$ cat src/sync_check_cfg.svh
// Constants for the synchronism check close permit: offsets, fields, resets and scales.
// How it works
// - Synchronism means bus and line agree within magnitude, angle and frequency limits.
// - When enabled, manual and reclose requests reach close output only with permit.
// - Closing without synchronism is allowed for the configured dead-source combination.
// - Line voltage magnitude and line frequency are readable values.
// - Line frequency reads zero while line terminal voltage is under 10.0 V.
// - Angle, magnitude and frequency differences are readable values.
// - Bypass selector off means no dead or live combination bypasses the check.
// - Selector picks both dead, line live bus dead, reverse, either dead, or one dead one live.
// - Dead and live thresholds are fractions of each source's nominal voltage.
// - A source is dead when its voltage is below its dead maximum.
// - A source is live when its voltage is above its live minimum.
// - Synchronized only when every difference is below its limit.
`ifndef SYNC_CHECK_CFG_SVH
`define SYNC_CHECK_CFG_SVH

// ****************************************
// Register byte offsets
// ****************************************
`define OFS_CTRL        6'h00
`define OFS_VOLT_LIMIT  6'h04
`define OFS_ANGLE_LIMIT 6'h08
`define OFS_FREQ_LIMIT  6'h0c
`define OFS_BUS_NOM     6'h10
`define OFS_LINE_NOM    6'h14
`define OFS_DEAD_BUS    6'h18
`define OFS_DEAD_LINE   6'h1c
`define OFS_LIVE_BUS    6'h20
`define OFS_LIVE_LINE   6'h24
`define OFS_LINE_VOLT   6'h28
`define OFS_LINE_FREQ   6'h2c
`define OFS_VOLT_DIFF   6'h30
`define OFS_ANGLE_DIFF  6'h34
`define OFS_FREQ_DIFF   6'h38
`define OFS_STATUS      6'h3c

// ****************************************
// Fields, reset values and scales
// ****************************************
`define CTRL_ENABLE_BIT 0
`define CTRL_SEL_LSB    1
`define CTRL_SEL_MSB    3
`define RST_VOLT_LIMIT  16'h03e8
`define RST_ANGLE_LIMIT 9'h014
`define RST_FREQ_LIMIT  16'h0032
`define RST_NOMINAL     16'h2ee0
`define RST_DEAD_MAX    16'h012c
`define RST_LIVE_MIN    16'h0320
`define FRAC_SCALE      32'h0000_03e8
`define FREQ_MIN_VOLT   16'h03e8
`define HALF_TURN       9'h0b4
`define FULL_TURN       9'h168

`endif

$ cat src/sync_check_pkg.sv
// Types shared by the synchronism check modules.
package sync_check_pkg;

  // Dead-source bypass selections, in selector order.
  typedef enum logic [2:0] {
    bypass_off,
    both_dead_bypass,
    line_live_bus_dead_bypass,
    line_dead_bus_live_bypass,
    either_dead_bypass,
    one_dead_one_live_bypass
  } bypass_type;

  typedef logic [15:0] volt_type;
  typedef logic [8:0]  angle_type;
  typedef logic [15:0] freq_type;

endpackage : sync_check_pkg

$ cat src/sample_diff_if.sv
// Carrier for the registered sample and its differences between the two modules.
interface sample_diff_if;
  import sync_check_pkg::*;

  logic      valid;
  volt_type  bus_volt;
  volt_type  line_volt;
  freq_type  line_freq;
  volt_type  volt_diff;
  angle_type angle_diff;
  freq_type  freq_diff;

  modport producer (output valid, bus_volt, line_volt, line_freq, volt_diff, angle_diff,
                    freq_diff);
  modport consumer (input valid, bus_volt, line_volt, line_freq, volt_diff, angle_diff,
                    freq_diff);
endinterface : sample_diff_if

$ cat src/sample_diff.sv
// Captures each measurement sample and forms the absolute differences between the sources.
`include "sync_check_cfg.svh"
module sample_diff
  import sync_check_pkg::*;
(
  input  wire logic      clock_i,
  input  wire logic      rst_i,
  input  wire logic      sample_i,
  input  wire volt_type  bus_volt_i,
  input  wire volt_type  line_volt_i,
  input  wire angle_type bus_angle_i,
  input  wire angle_type line_angle_i,
  input  wire freq_type  bus_freq_i,
  input  wire freq_type  line_freq_i,
  sample_diff_if.producer res
);

  angle_type raw_angle;
  angle_type next_angle;

  // The shorter way round the circle is the true phase separation.
  always_comb
  begin
    raw_angle  = (bus_angle_i >= line_angle_i) ? bus_angle_i - line_angle_i
                                               : line_angle_i - bus_angle_i;
    next_angle = (raw_angle > `HALF_TURN) ? `FULL_TURN - raw_angle : raw_angle;
  end

  // ****************************************
  // Sample capture
  // ****************************************
  // Differences are stored with the sample so both stay consistent until the next one.
  always_ff @(posedge clock_i)
  begin
    if (rst_i)
    begin
      res.valid      <= 1'b0;
      res.bus_volt   <= '0;
      res.line_volt  <= '0;
      res.line_freq  <= '0;
      res.volt_diff  <= '0;
      res.angle_diff <= '0;
      res.freq_diff  <= '0;
    end
    else
    begin
      res.valid <= sample_i;
      if (sample_i)
      begin
        res.bus_volt   <= bus_volt_i;
        res.line_volt  <= line_volt_i;
        res.line_freq  <= line_freq_i;
        res.volt_diff  <= (bus_volt_i >= line_volt_i) ? bus_volt_i - line_volt_i
                                                      : line_volt_i - bus_volt_i;
        res.angle_diff <= next_angle;
        res.freq_diff  <= (bus_freq_i >= line_freq_i) ? bus_freq_i - line_freq_i
                                                      : line_freq_i - bus_freq_i;
      end
    end
  end

  chk_angle_half_turn: assert property (@(posedge clock_i) disable iff (rst_i)
    res.valid |-> res.angle_diff <= `HALF_TURN)
    else $error("Angle difference exceeds half a turn.");

  chk_sample_to_valid: assert property (@(posedge clock_i) disable iff (rst_i)
    sample_i |=> res.valid && res.line_volt == $past(line_volt_i))
    else $error("Sample was not captured on the following edge.");

endmodule : sample_diff

$ cat src/sync_check_close_permit.sv
// Synchronism check with dead-source bypass gating breaker close requests, AHB-Lite registers.
//
// Decided for this implementation: the register offsets and register access over AHB-Lite.
`include "sync_check_cfg.svh"
module sync_check_close_permit
  import sync_check_pkg::*;
(
  input  wire logic        clock_i,
  input  wire logic        rst_i,
  input  wire logic        hsel_i,
  input  wire logic [31:0] haddr_i,
  input  wire logic [1:0]  htrans_i,
  input  wire logic        hwrite_i,
  input  wire logic [2:0]  hsize_i,
  input  wire logic [31:0] hwdata_i,
  input  wire logic        hready_i,
  output logic      [31:0] hrdata_o,
  output logic             hreadyout_o,
  output logic             hresp_o,
  input  wire logic        sample_i,
  input  wire volt_type    bus_volt_i,
  input  wire volt_type    line_volt_i,
  input  wire angle_type   bus_angle_i,
  input  wire angle_type   line_angle_i,
  input  wire freq_type    bus_freq_i,
  input  wire freq_type    line_freq_i,
  input  wire logic        manual_close_i,
  input  wire logic        reclose_i,
  output logic             close_o,
  output logic             permit_o
);

  // ****************************************
  // Configuration registers
  // ****************************************
  logic      enable;
  logic [2:0] bypass_sel;
  volt_type  volt_limit;
  angle_type angle_limit;
  freq_type  freq_limit;
  volt_type  bus_nom;
  volt_type  line_nom;
  logic [15:0] dead_bus_max;
  logic [15:0] dead_line_max;
  logic [15:0] live_bus_min;
  logic [15:0] live_line_min;

  // Bus data phase state.
  logic       wr_pend;
  logic [5:0] wr_addr;
  logic [31:0] next_rdata;

  // Evaluation state.
  logic bus_dead;
  logic bus_live;
  logic line_dead;
  logic line_live;
  logic synced;
  logic bypass;
  logic permit;

  sample_diff_if res ();

  sample_diff sample_diff_inst (
    .clock_i      (clock_i),
    .rst_i        (rst_i),
    .sample_i     (sample_i),
    .bus_volt_i   (bus_volt_i),
    .line_volt_i  (line_volt_i),
    .bus_angle_i  (bus_angle_i),
    .line_angle_i (line_angle_i),
    .bus_freq_i   (bus_freq_i),
    .line_freq_i  (line_freq_i),
    .res          (res.producer)
  );

  // ****************************************
  // AHB-Lite slave
  // ****************************************
  // Zero wait states; the slave never errors, unmapped words read zero and ignore writes.
  assign hreadyout_o = 1'b1;
  assign hresp_o     = 1'b0;

  // Address phase: latch a write for the data phase.
  always_ff @(posedge clock_i)
  begin
    if (rst_i)
    begin
      wr_pend <= 1'b0;
      wr_addr <= '0;
    end
    else if (hready_i)
    begin
      wr_pend <= hsel_i && htrans_i[1] && hwrite_i;
      wr_addr <= haddr_i[5:0];
    end
  end

  // Data phase write into the configuration registers.
  always_ff @(posedge clock_i)
  begin
    if (rst_i)
    begin
      enable        <= 1'b0;
      bypass_sel    <= 3'h0;
      volt_limit    <= `RST_VOLT_LIMIT;
      angle_limit   <= `RST_ANGLE_LIMIT;
      freq_limit    <= `RST_FREQ_LIMIT;
      bus_nom       <= `RST_NOMINAL;
      line_nom      <= `RST_NOMINAL;
      dead_bus_max  <= `RST_DEAD_MAX;
      dead_line_max <= `RST_DEAD_MAX;
      live_bus_min  <= `RST_LIVE_MIN;
      live_line_min <= `RST_LIVE_MIN;
    end
    else if (wr_pend)
    begin
      case (wr_addr)
        `OFS_CTRL:
        begin
          enable     <= hwdata_i[`CTRL_ENABLE_BIT];
          bypass_sel <= hwdata_i[`CTRL_SEL_MSB:`CTRL_SEL_LSB];
        end
        `OFS_VOLT_LIMIT:  volt_limit    <= hwdata_i[15:0];
        `OFS_ANGLE_LIMIT: angle_limit   <= hwdata_i[8:0];
        `OFS_FREQ_LIMIT:  freq_limit    <= hwdata_i[15:0];
        `OFS_BUS_NOM:     bus_nom       <= hwdata_i[15:0];
        `OFS_LINE_NOM:    line_nom      <= hwdata_i[15:0];
        `OFS_DEAD_BUS:    dead_bus_max  <= hwdata_i[15:0];
        `OFS_DEAD_LINE:   dead_line_max <= hwdata_i[15:0];
        `OFS_LIVE_BUS:    live_bus_min  <= hwdata_i[15:0];
        `OFS_LIVE_LINE:   live_line_min <= hwdata_i[15:0];
        default:          enable        <= enable;
      endcase
    end
  end

  // Read mux, evaluated in the address phase so data stands in the data phase.
  always_comb
  begin
    next_rdata = 32'h0000_0000;
    case (haddr_i[5:0])
      `OFS_CTRL:        next_rdata = {28'h0, bypass_sel, enable};
      `OFS_VOLT_LIMIT:  next_rdata = {16'h0, volt_limit};
      `OFS_ANGLE_LIMIT: next_rdata = {23'h0, angle_limit};
      `OFS_FREQ_LIMIT:  next_rdata = {16'h0, freq_limit};
      `OFS_BUS_NOM:     next_rdata = {16'h0, bus_nom};
      `OFS_LINE_NOM:    next_rdata = {16'h0, line_nom};
      `OFS_DEAD_BUS:    next_rdata = {16'h0, dead_bus_max};
      `OFS_DEAD_LINE:   next_rdata = {16'h0, dead_line_max};
      `OFS_LIVE_BUS:    next_rdata = {16'h0, live_bus_min};
      `OFS_LIVE_LINE:   next_rdata = {16'h0, live_line_min};
      `OFS_LINE_VOLT:   next_rdata = {16'h0, res.line_volt};
      `OFS_LINE_FREQ:
      begin
        // Frequency from a nearly absent voltage is noise, so it is hidden.
        if (res.line_volt >= `FREQ_MIN_VOLT)
          next_rdata = {16'h0, res.line_freq};
      end
      `OFS_VOLT_DIFF:   next_rdata = {16'h0, res.volt_diff};
      `OFS_ANGLE_DIFF:  next_rdata = {23'h0, res.angle_diff};
      `OFS_FREQ_DIFF:   next_rdata = {16'h0, res.freq_diff};
      `OFS_STATUS:      next_rdata = {26'h0, line_live, line_dead, bus_live, bus_dead,
                                      synced, permit};
      default:          next_rdata = 32'h0000_0000;
    endcase
  end

  // Read data is registered so that it stands through the whole data phase.
  always_ff @(posedge clock_i)
  begin
    if (rst_i)
      hrdata_o <= 32'h0000_0000;
    else if (hready_i && hsel_i && htrans_i[1] && !hwrite_i)
      hrdata_o <= next_rdata;
  end

  // ****************************************
  // Source classification and synchronism
  // ****************************************
  // Thresholds are thousandths of nominal; cross-multiplying avoids any divider.
  always_comb
  begin
    bus_dead  = {16'h0, res.bus_volt} * `FRAC_SCALE < {16'h0, dead_bus_max} * {16'h0, bus_nom};
    line_dead = {16'h0, res.line_volt} * `FRAC_SCALE
                < {16'h0, dead_line_max} * {16'h0, line_nom};
    bus_live  = {16'h0, res.bus_volt} * `FRAC_SCALE > {16'h0, live_bus_min} * {16'h0, bus_nom};
    line_live = {16'h0, res.line_volt} * `FRAC_SCALE
                > {16'h0, live_line_min} * {16'h0, line_nom};
  end

  // Each limit is strict: a difference equal to its limit is out of synchronism.
  assign synced = (res.volt_diff < volt_limit) && (res.angle_diff < angle_limit)
                  && (res.freq_diff < freq_limit);

  // A source in the band between thresholds sets neither flag and satisfies nothing.
  always_comb
  begin
    case (bypass_type'(bypass_sel))
      bypass_off:                bypass = 1'b0;
      both_dead_bypass:          bypass = bus_dead && line_dead;
      line_live_bus_dead_bypass: bypass = line_live && bus_dead;
      line_dead_bus_live_bypass: bypass = line_dead && bus_live;
      either_dead_bypass:        bypass = line_dead || bus_dead;
      one_dead_one_live_bypass:  bypass = (line_dead && bus_live) || (line_live && bus_dead);
      default:                   bypass = 1'b0;
    endcase
  end

  // ****************************************
  // Permit and close gating
  // ****************************************
  // The permit holds between samples and is refreshed on each one.
  always_ff @(posedge clock_i)
  begin
    if (rst_i)
      permit <= 1'b0;
    else if (res.valid)
      permit <= synced || bypass;
  end

  assign permit_o = permit;

  // Requests pass straight through when the function is disabled.
  always_ff @(posedge clock_i)
  begin
    if (rst_i)
      close_o <= 1'b0;
    else
      close_o <= (manual_close_i || reclose_i) && (!enable || permit);
  end

  // ****************************************
  // Checks
  // ****************************************
  chk_close_needs_permit: assert property (@(posedge clock_i) disable iff (rst_i)
    close_o |-> $past(!enable || permit) && $past(manual_close_i || reclose_i))
    else $error("Close driven without permit or request.");

  chk_disabled_passes: assert property (@(posedge clock_i) disable iff (rst_i)
    (!enable && reclose_i) |=> close_o)
    else $error("Reclose blocked while function disabled.");

  chk_off_no_bypass: assert property (@(posedge clock_i) disable iff (rst_i)
    bypass_sel == 3'h0 |-> !bypass)
    else $error("Bypass active with selector off.");

  chk_both_dead_only: assert property (@(posedge clock_i) disable iff (rst_i)
    (bypass_sel == 3'h1 && bypass) |-> (bus_dead && line_dead))
    else $error("Both-dead bypass without two dead sources.");

  chk_sync_in_limits: assert property (@(posedge clock_i) disable iff (rst_i)
    synced |-> res.volt_diff < volt_limit && res.freq_diff < freq_limit
               && res.angle_diff < angle_limit)
    else $error("Synchronism declared outside limits.");

  chk_permit_follows: assert property (@(posedge clock_i) disable iff (rst_i)
    res.valid |=> permit == $past(synced || bypass))
    else $error("Permit not refreshed from sample.");

  chk_permit_holds: assert property (@(posedge clock_i) disable iff (rst_i)
    !res.valid |=> $stable(permit))
    else $error("Permit changed without a sample.");

  chk_freq_hidden: assert property (@(posedge clock_i) disable iff (rst_i)
    (hsel_i && hready_i && htrans_i[1] && !hwrite_i && haddr_i[5:0] == `OFS_LINE_FREQ
     && res.line_volt < `FREQ_MIN_VOLT) |=> hrdata_o == 32'h0000_0000)
    else $error("Line frequency shown below minimum voltage.");

  // Each remaining selector value admits only its own combination of source states.
  chk_live_line_sel: assert property (@(posedge clock_i) disable iff (rst_i)
    bypass_sel == 3'h2 |-> bypass == (line_live && bus_dead))
    else $error("Live line dead bus bypass mismatch.");

  chk_dead_line_sel: assert property (@(posedge clock_i) disable iff (rst_i)
    bypass_sel == 3'h3 |-> bypass == (line_dead && bus_live))
    else $error("Dead line live bus bypass mismatch.");

  chk_either_dead_sel: assert property (@(posedge clock_i) disable iff (rst_i)
    bypass_sel == 3'h4 |-> bypass == (line_dead || bus_dead))
    else $error("Either dead bypass mismatch.");

  chk_one_dead_sel: assert property (@(posedge clock_i) disable iff (rst_i)
    bypass_sel == 3'h5 |-> bypass == ((line_dead && bus_live) || (line_live && bus_dead)))
    else $error("One dead one live bypass mismatch.");

  chk_spare_sel_off: assert property (@(posedge clock_i) disable iff (rst_i)
    bypass_sel > 3'h5 |-> !bypass)
    else $error("Bypass active with a spare selector value.");

  // With sane thresholds a source can never be dead and live at once.
  chk_bus_state_excl: assert property (@(posedge clock_i) disable iff (rst_i)
    (dead_bus_max <= live_bus_min) |-> !(bus_dead && bus_live))
    else $error("Bus source both dead and live.");

  chk_line_state_excl: assert property (@(posedge clock_i) disable iff (rst_i)
    (dead_line_max <= live_line_min) |-> !(line_dead && line_live))
    else $error("Line source both dead and live.");

  chk_close_allowed: assert property (@(posedge clock_i) disable iff (rst_i)
    (enable && permit && (manual_close_i || reclose_i)) |=> close_o)
    else $error("Permitted close request did not reach the output.");

  chk_idle_no_close: assert property (@(posedge clock_i) disable iff (rst_i)
    !(manual_close_i || reclose_i) |=> !close_o)
    else $error("Close driven without any request.");

  chk_disabled_manual: assert property (@(posedge clock_i) disable iff (rst_i)
    (!enable && manual_close_i) |=> close_o)
    else $error("Manual close blocked while function disabled.");

endmodule : sync_check_close_permit

$ cat config.mk
export PLATFORM = sky130hd
export DESIGN_NAME = sync_check_close_permit
export DESIGN_NICKNAME = d
export VERILOG_FILES = /design/src/sync_check_pkg.sv /design/src/sample_diff_if.sv /design/src/sample_diff.sv /design/src/sync_check_close_permit.sv
export VERILOG_INCLUDE_DIRS = /design/src
export SDC_FILE = /design/constraint.sdc
export NUM_CORES = 2
export LEC_CHECK = 0
export ABC_AREA = 1
export BUFFER_PORTS_ARGS = -buffer_cell sky130_fd_sc_hd__buf_4
export CAP_MARGIN = 20
export CORE_MARGIN = 2
export CORE_UTILIZATION = 25
export DETAILED_ROUTE_END_ITERATION = 10
export SYNTH_ARGS = -nofsm -noshare
export SYNTH_HDL_FRONTEND = slang
export SYNTH_HIERARCHICAL = 1
export SYNTH_SLANG_ARGS = --single-unit
$ cat constraint.sdc
create_clock -name clock_i -period 7.2 [get_ports clock_i]
set_input_delay 0.72 -clock clock_i [delete_from_list [all_inputs] [get_ports clock_i]]
set_output_delay 0.72 -clock clock_i [all_outputs]
set_load 0.02 [all_outputs]
==> parameters.txt <==
Parameter                              Value

Cells and area
  Proportion of layout cells with a drive suffix above 1 ... 10.4%
  Number of nets at the end of the flow ... 10,289
  Seq. cell area ... 5260 µm²
  Area used by multi-input combinational logic ... 46,000 µm²
  Final Cell Area ... 69,000 µm²
  Fillers ... 25,867
  Area growth, synth to finish ... 15.5%
  Share of the core filled with cells in the final layout ... 29.0%

Routing
  Antenna-violating nets left ... 0
  Final routed wire length divided by cell count ... 16.1 µm
  Violation count after the first detailed-route iteration ... 3,856
  DRT Wirelength ... 188,000 µm
  Post-route DRC ... 0
  Vias per std cell ... 4.45
  Number of iterations in the first detailed-routing pass ... 8
  Total number of vias ... 52,122

Setup path
  Critical path startpoint category ... register
  Critical Path AT ... 7320 ps
  Most repeated library cell on the critical path ... inv_1
  Worst Path Max Fanout ... 16
  Critical path capture point type ... register
  Delay of the slowest cell on the worst path ... 580 ps
  CP required ... 7610 ps
  Worst path slowest cell ... fa_1
  Worst Setup Path Type ... register to register

Placed design
  Post-placement cell area ... 66,500 µm²
  Final weighted congestion in routability-driven placement ... 0.960
  Sum of net half-perimeters after detailed placement ... 158,000 µm
  IO buf count ... 130

Timing
  Final worst clock skew ... 28.3 ps
  Setup repair after global routing missed its margin ... yes
  Number of failing setup endpoints in the final timing report ... 0
  Final Max Slew Viols ... 0
  Period utilization ... 95.9%
  Minimum clock period ... 6900 ps
  Slew Limit Headroom ... 25.4%
  Worst-Margin Slew ... 1090 ps
  Highest Clock Rate ... 145 MHz
  Final number of hold-violating endpoints ... 0

Logic synthesis
  Synthesis-stage register bit count ... 256
  Count of flip-flops with a built-in enable after synthesis ... 0
  Post-synthesis sequential area ratio ... 8.58%
  Cell area after technology mapping ... 59,700 µm²
  Netlist cell types ... 62
  Synth Flop Type ... dfxtp_1
  Yosys warning count ... 6
  Asr flop ratio synth ... 0%
  Synthesized instance count ... 8,283
  Avg Synthesized Cell Area ... 7.21 µm²

Power
  Worst VDD drop ... 0.116 mV
  Standby leakage power ... 38.3 nW
  Relative contribution of the clock network to total power ... 26.6%
  Sequential group share of total power ... 23.0%
  Total power divided by cell area ... 97.6 nW/µm²
  Int Pwr ... 3.76 mW
  Logic pwr share ... 50.4%
  Net switching power of the design ... 2.98 mW
  Switch share ... 44.2%

Global routing
  Initial antenna violation count ... 14
  Aggregate global routing overflow ... 0
  Largest net degree at the start of global routing ... 101
  Via count of the first global-routing pass ... 51,571
  Global-route wire length before repair ... 294,000 µm
  Global Route Usage Sum ... 15.3%

Floorplanning
  Number of top-level pins ... 195
  Total core area ... 238,000 µm²
  Die Width ... 493 µm
  Height of the die ... 493 µm
  Std-Cell Rows ... 179
  Die footprint ... 243,000 µm²
  Initial Util ... 25.1%

Clocking
  Max H-tree Level ... 2
  TritonCTS sink count ... 256
  Clock latency on the worst-skew pair ... 570 ps
  CTS tree ... yes
  Clock-pin transition on the worst setup and hold timing paths ... 60 ps
  Hold buffer count at CTS ... 0
  Cell chosen for the clock root ... clkbuf_16
  Buffer depth of the longest clock path ... 3
  Number of buffers created by CTS ... 35

Run
  Max Cap Viol ... 0

Min path
  Hold Path Class ... input pin to register

Status
  Run status ... complete, no violations
## critical path, delay by kind of cell, from the launching register on
| kind | cells | cell delay (ps) |
|---|---|---|
| xor gates and xnor gates | 1 | 90 |
| adders and majority gates | 8 | 3630 |
| DFF | 1 | 440 |
| AOI/OAI and AO/OA | 5 | 680 |
| and+or+nand+nor | 8 | 1080 |
| buffers and inverters | 9 | 810 |
## layout make-up
cell class	count	area share, %
clock inverter	19	0.265
tap	3167	5.74
sequential	256	7.63
clock buffer	43	1.39
inverter	2118	11.5
multi-input combinational	5556	66.7
timing repair buffer	535	6.70
antenna	6	0.0218
## kinds of logic (layout without fill, tap and decap cells)
| family | after synthesis | in the layout | share of synthesized area (%) |
|---|---|---|---|
| other cells | 2 | 24 | 0.0126 |
| fa+ha+maj | 1628 | 1628 | 45.3 |
| flops | 256 | 256 | 8.58 |
| compound gates | 929 | 929 | 8.86 |
| buf+inv | 2487 | 2715 | 15.8 |
| simple gates | 2810 | 2810 | 18.9 |
| xor+xnor | 171 | 171 | 2.54 |
## Yosys cell counts, types with 9 or more instances
| cell | instances | area (µm²) |
|---|---|---|
| a21o_1 | 30 | 225 |
| inv_2 | 9 | 33.8 |
| xor2_1 | 107 | 937 |
| o22ai_1 | 18 | 113 |
| a21oi_1 | 386 | 1930 |
| buf_4 | 19 | 143 |
| o21ai_1 | 21 | 105 |
| fa_1 | 890 | 17800 |
| buf_2 | 15 | 75.1 |
| a22o_1 | 10 | 87.6 |
| xnor2_1 | 63 | 552 |
| o21bai_1 | 13 | 97.6 |
| dfxtp_1 | 256 | 5120 |
| nor4_1 | 12 | 75.1 |
| ha_1 | 738 | 9230 |
| nor2_1 | 425 | 1600 |
| o21ai_0 | 283 | 1420 |
| o21a_1 | 14 | 105 |
| nor2_2 | 10 | 62.6 |
| nand4_1 | 49 | 307 |
| nand2_2 | 20 | 125 |
| a221oi_1 | 28 | 245 |
| o211ai_1 | 45 | 338 |
| a31oi_1 | 24 | 150 |
| nand2_1 | 2040 | 7660 |
| clkbuf_1 | 324 | 1220 |
| nand3_1 | 181 | 906 |
| inv_1 | 2103 | 7890 |
| nor3_1 | 32 | 160 |
## final timing paths
kind	start	to	slack [ps]	depth (start not counted)
max	line_nom[6]$_SDFFE_PP1P_	hrdata_o[4]$_SDFFE_PP0P_	300	31
min	hwdata_i[6]	volt_limit[6]$_SDFFE_PP1P_	400	3
max reg2reg	line_nom[6]$_SDFFE_PP1P_	hrdata_o[4]$_SDFFE_PP0P_	300	31
min reg2reg	hrdata_o[15]$_SDFFE_PP0P_	hrdata_o[15]$_SDFFE_PP0P_	460	2
## per-stage QoR
stage | setup TNS [ps] | hold WS, ps | cells | power, mW | setup slack (ps)
floorplan | 0 | 428 | 8299 | 3.72 | 598
global placement | -121 | 454 | 11614 | 4.77 | -62.2
detailed placement | -138 | 460 | 11614 | 4.79 | -92.1
CTS | 0 | 377 | 11676 | 6.60 | 4.80
global route | -149 | 410 | 11699 | 7.25 | -80.5
finish | 0 | 396 | 11700 | 6.74 | 298
## cells in the final DEF, fill, tap and decap left out, types with 11 or more instances in the layout
| cell type | n |
|---|---|
| a21o_1 | 30 |
| a21oi_1 | 367 |
| a21oi_2 | 18 |
| a221oi_1 | 28 |
| a31oi_1 | 21 |
| buf_12 | 35 |
| buf_4 | 472 |
| buf_6 | 22 |
| clkbuf_16 | 40 |
| conb_1 | 18 |
| dfxtp_1 | 195 |
| dfxtp_2 | 37 |
| dfxtp_4 | 24 |
| fa_1 | 880 |
| ha_1 | 710 |
| ha_4 | 23 |
| inv_1 | 2088 |
| inv_2 | 24 |
| nand2_1 | 2009 |
| nand2_2 | 43 |
| nand3_1 | 175 |
| nand3_2 | 13 |
| nand4_1 | 49 |
| nor2_1 | 403 |
| nor2_2 | 23 |
| nor2_4 | 17 |
| nor3_1 | 30 |
| nor4_1 | 11 |
| o211ai_1 | 45 |
| o21a_1 | 14 |
| o21ai_0 | 276 |
| o21ai_1 | 19 |
| o21ai_2 | 12 |
| o21bai_1 | 12 |
| o22ai_1 | 18 |
| xnor2_1 | 61 |
| xor2_1 | 105 |
## flip-flops by register name (all words and copies together), names as in the netlist, 3 cells and up
register,count
live_line_min,16
sample_diff_inst/res.volt_diff,16
volt_limit,16
sample_diff_inst/res.angle_diff,9
bus_nom,16
hrdata_o,16
sample_diff_inst/res.bus_volt,16
line_nom,16
sample_diff_inst/res.freq_diff,16
sample_diff_inst/res.line_freq,16
live_bus_min,16
freq_limit,16
angle_limit,9
wr_addr,6
dead_line_max,16
dead_bus_max,16
bypass_sel,3
sample_diff_inst/res.line_volt,16
## power groups by stage
stage               clock, mW  combinational [mW]  sequential (mW)
global route             1.85                3.84             1.55
CTS                      1.81                3.23             1.56
floorplan                   0                2.18             1.55
detailed placement          0                3.21             1.59
finish                   1.79                3.40             1.55
global placement            0                3.18             1.59
## timing repair
item,4_1_cts,5_1_grt
gates cloned,0,4
setup endpoints to repair,4,5
resized for setup,9,293
hold endpoints to repair,0,0
buffers inserted,0,18
pin swaps,0,99
## routing by layer
layer / track usage [%] / routed length [µm] / up-vias
met5: 0.313 / 117 / -
met3: 1.77 / 12200 / 294
met4: 4.54 / 6430 / 4
met2: 25.2 / 86200 / 1643
li1: - / - / 25146
met1: 20.9 / 83400 / 25035
Power figures use the tool's default switching activity.
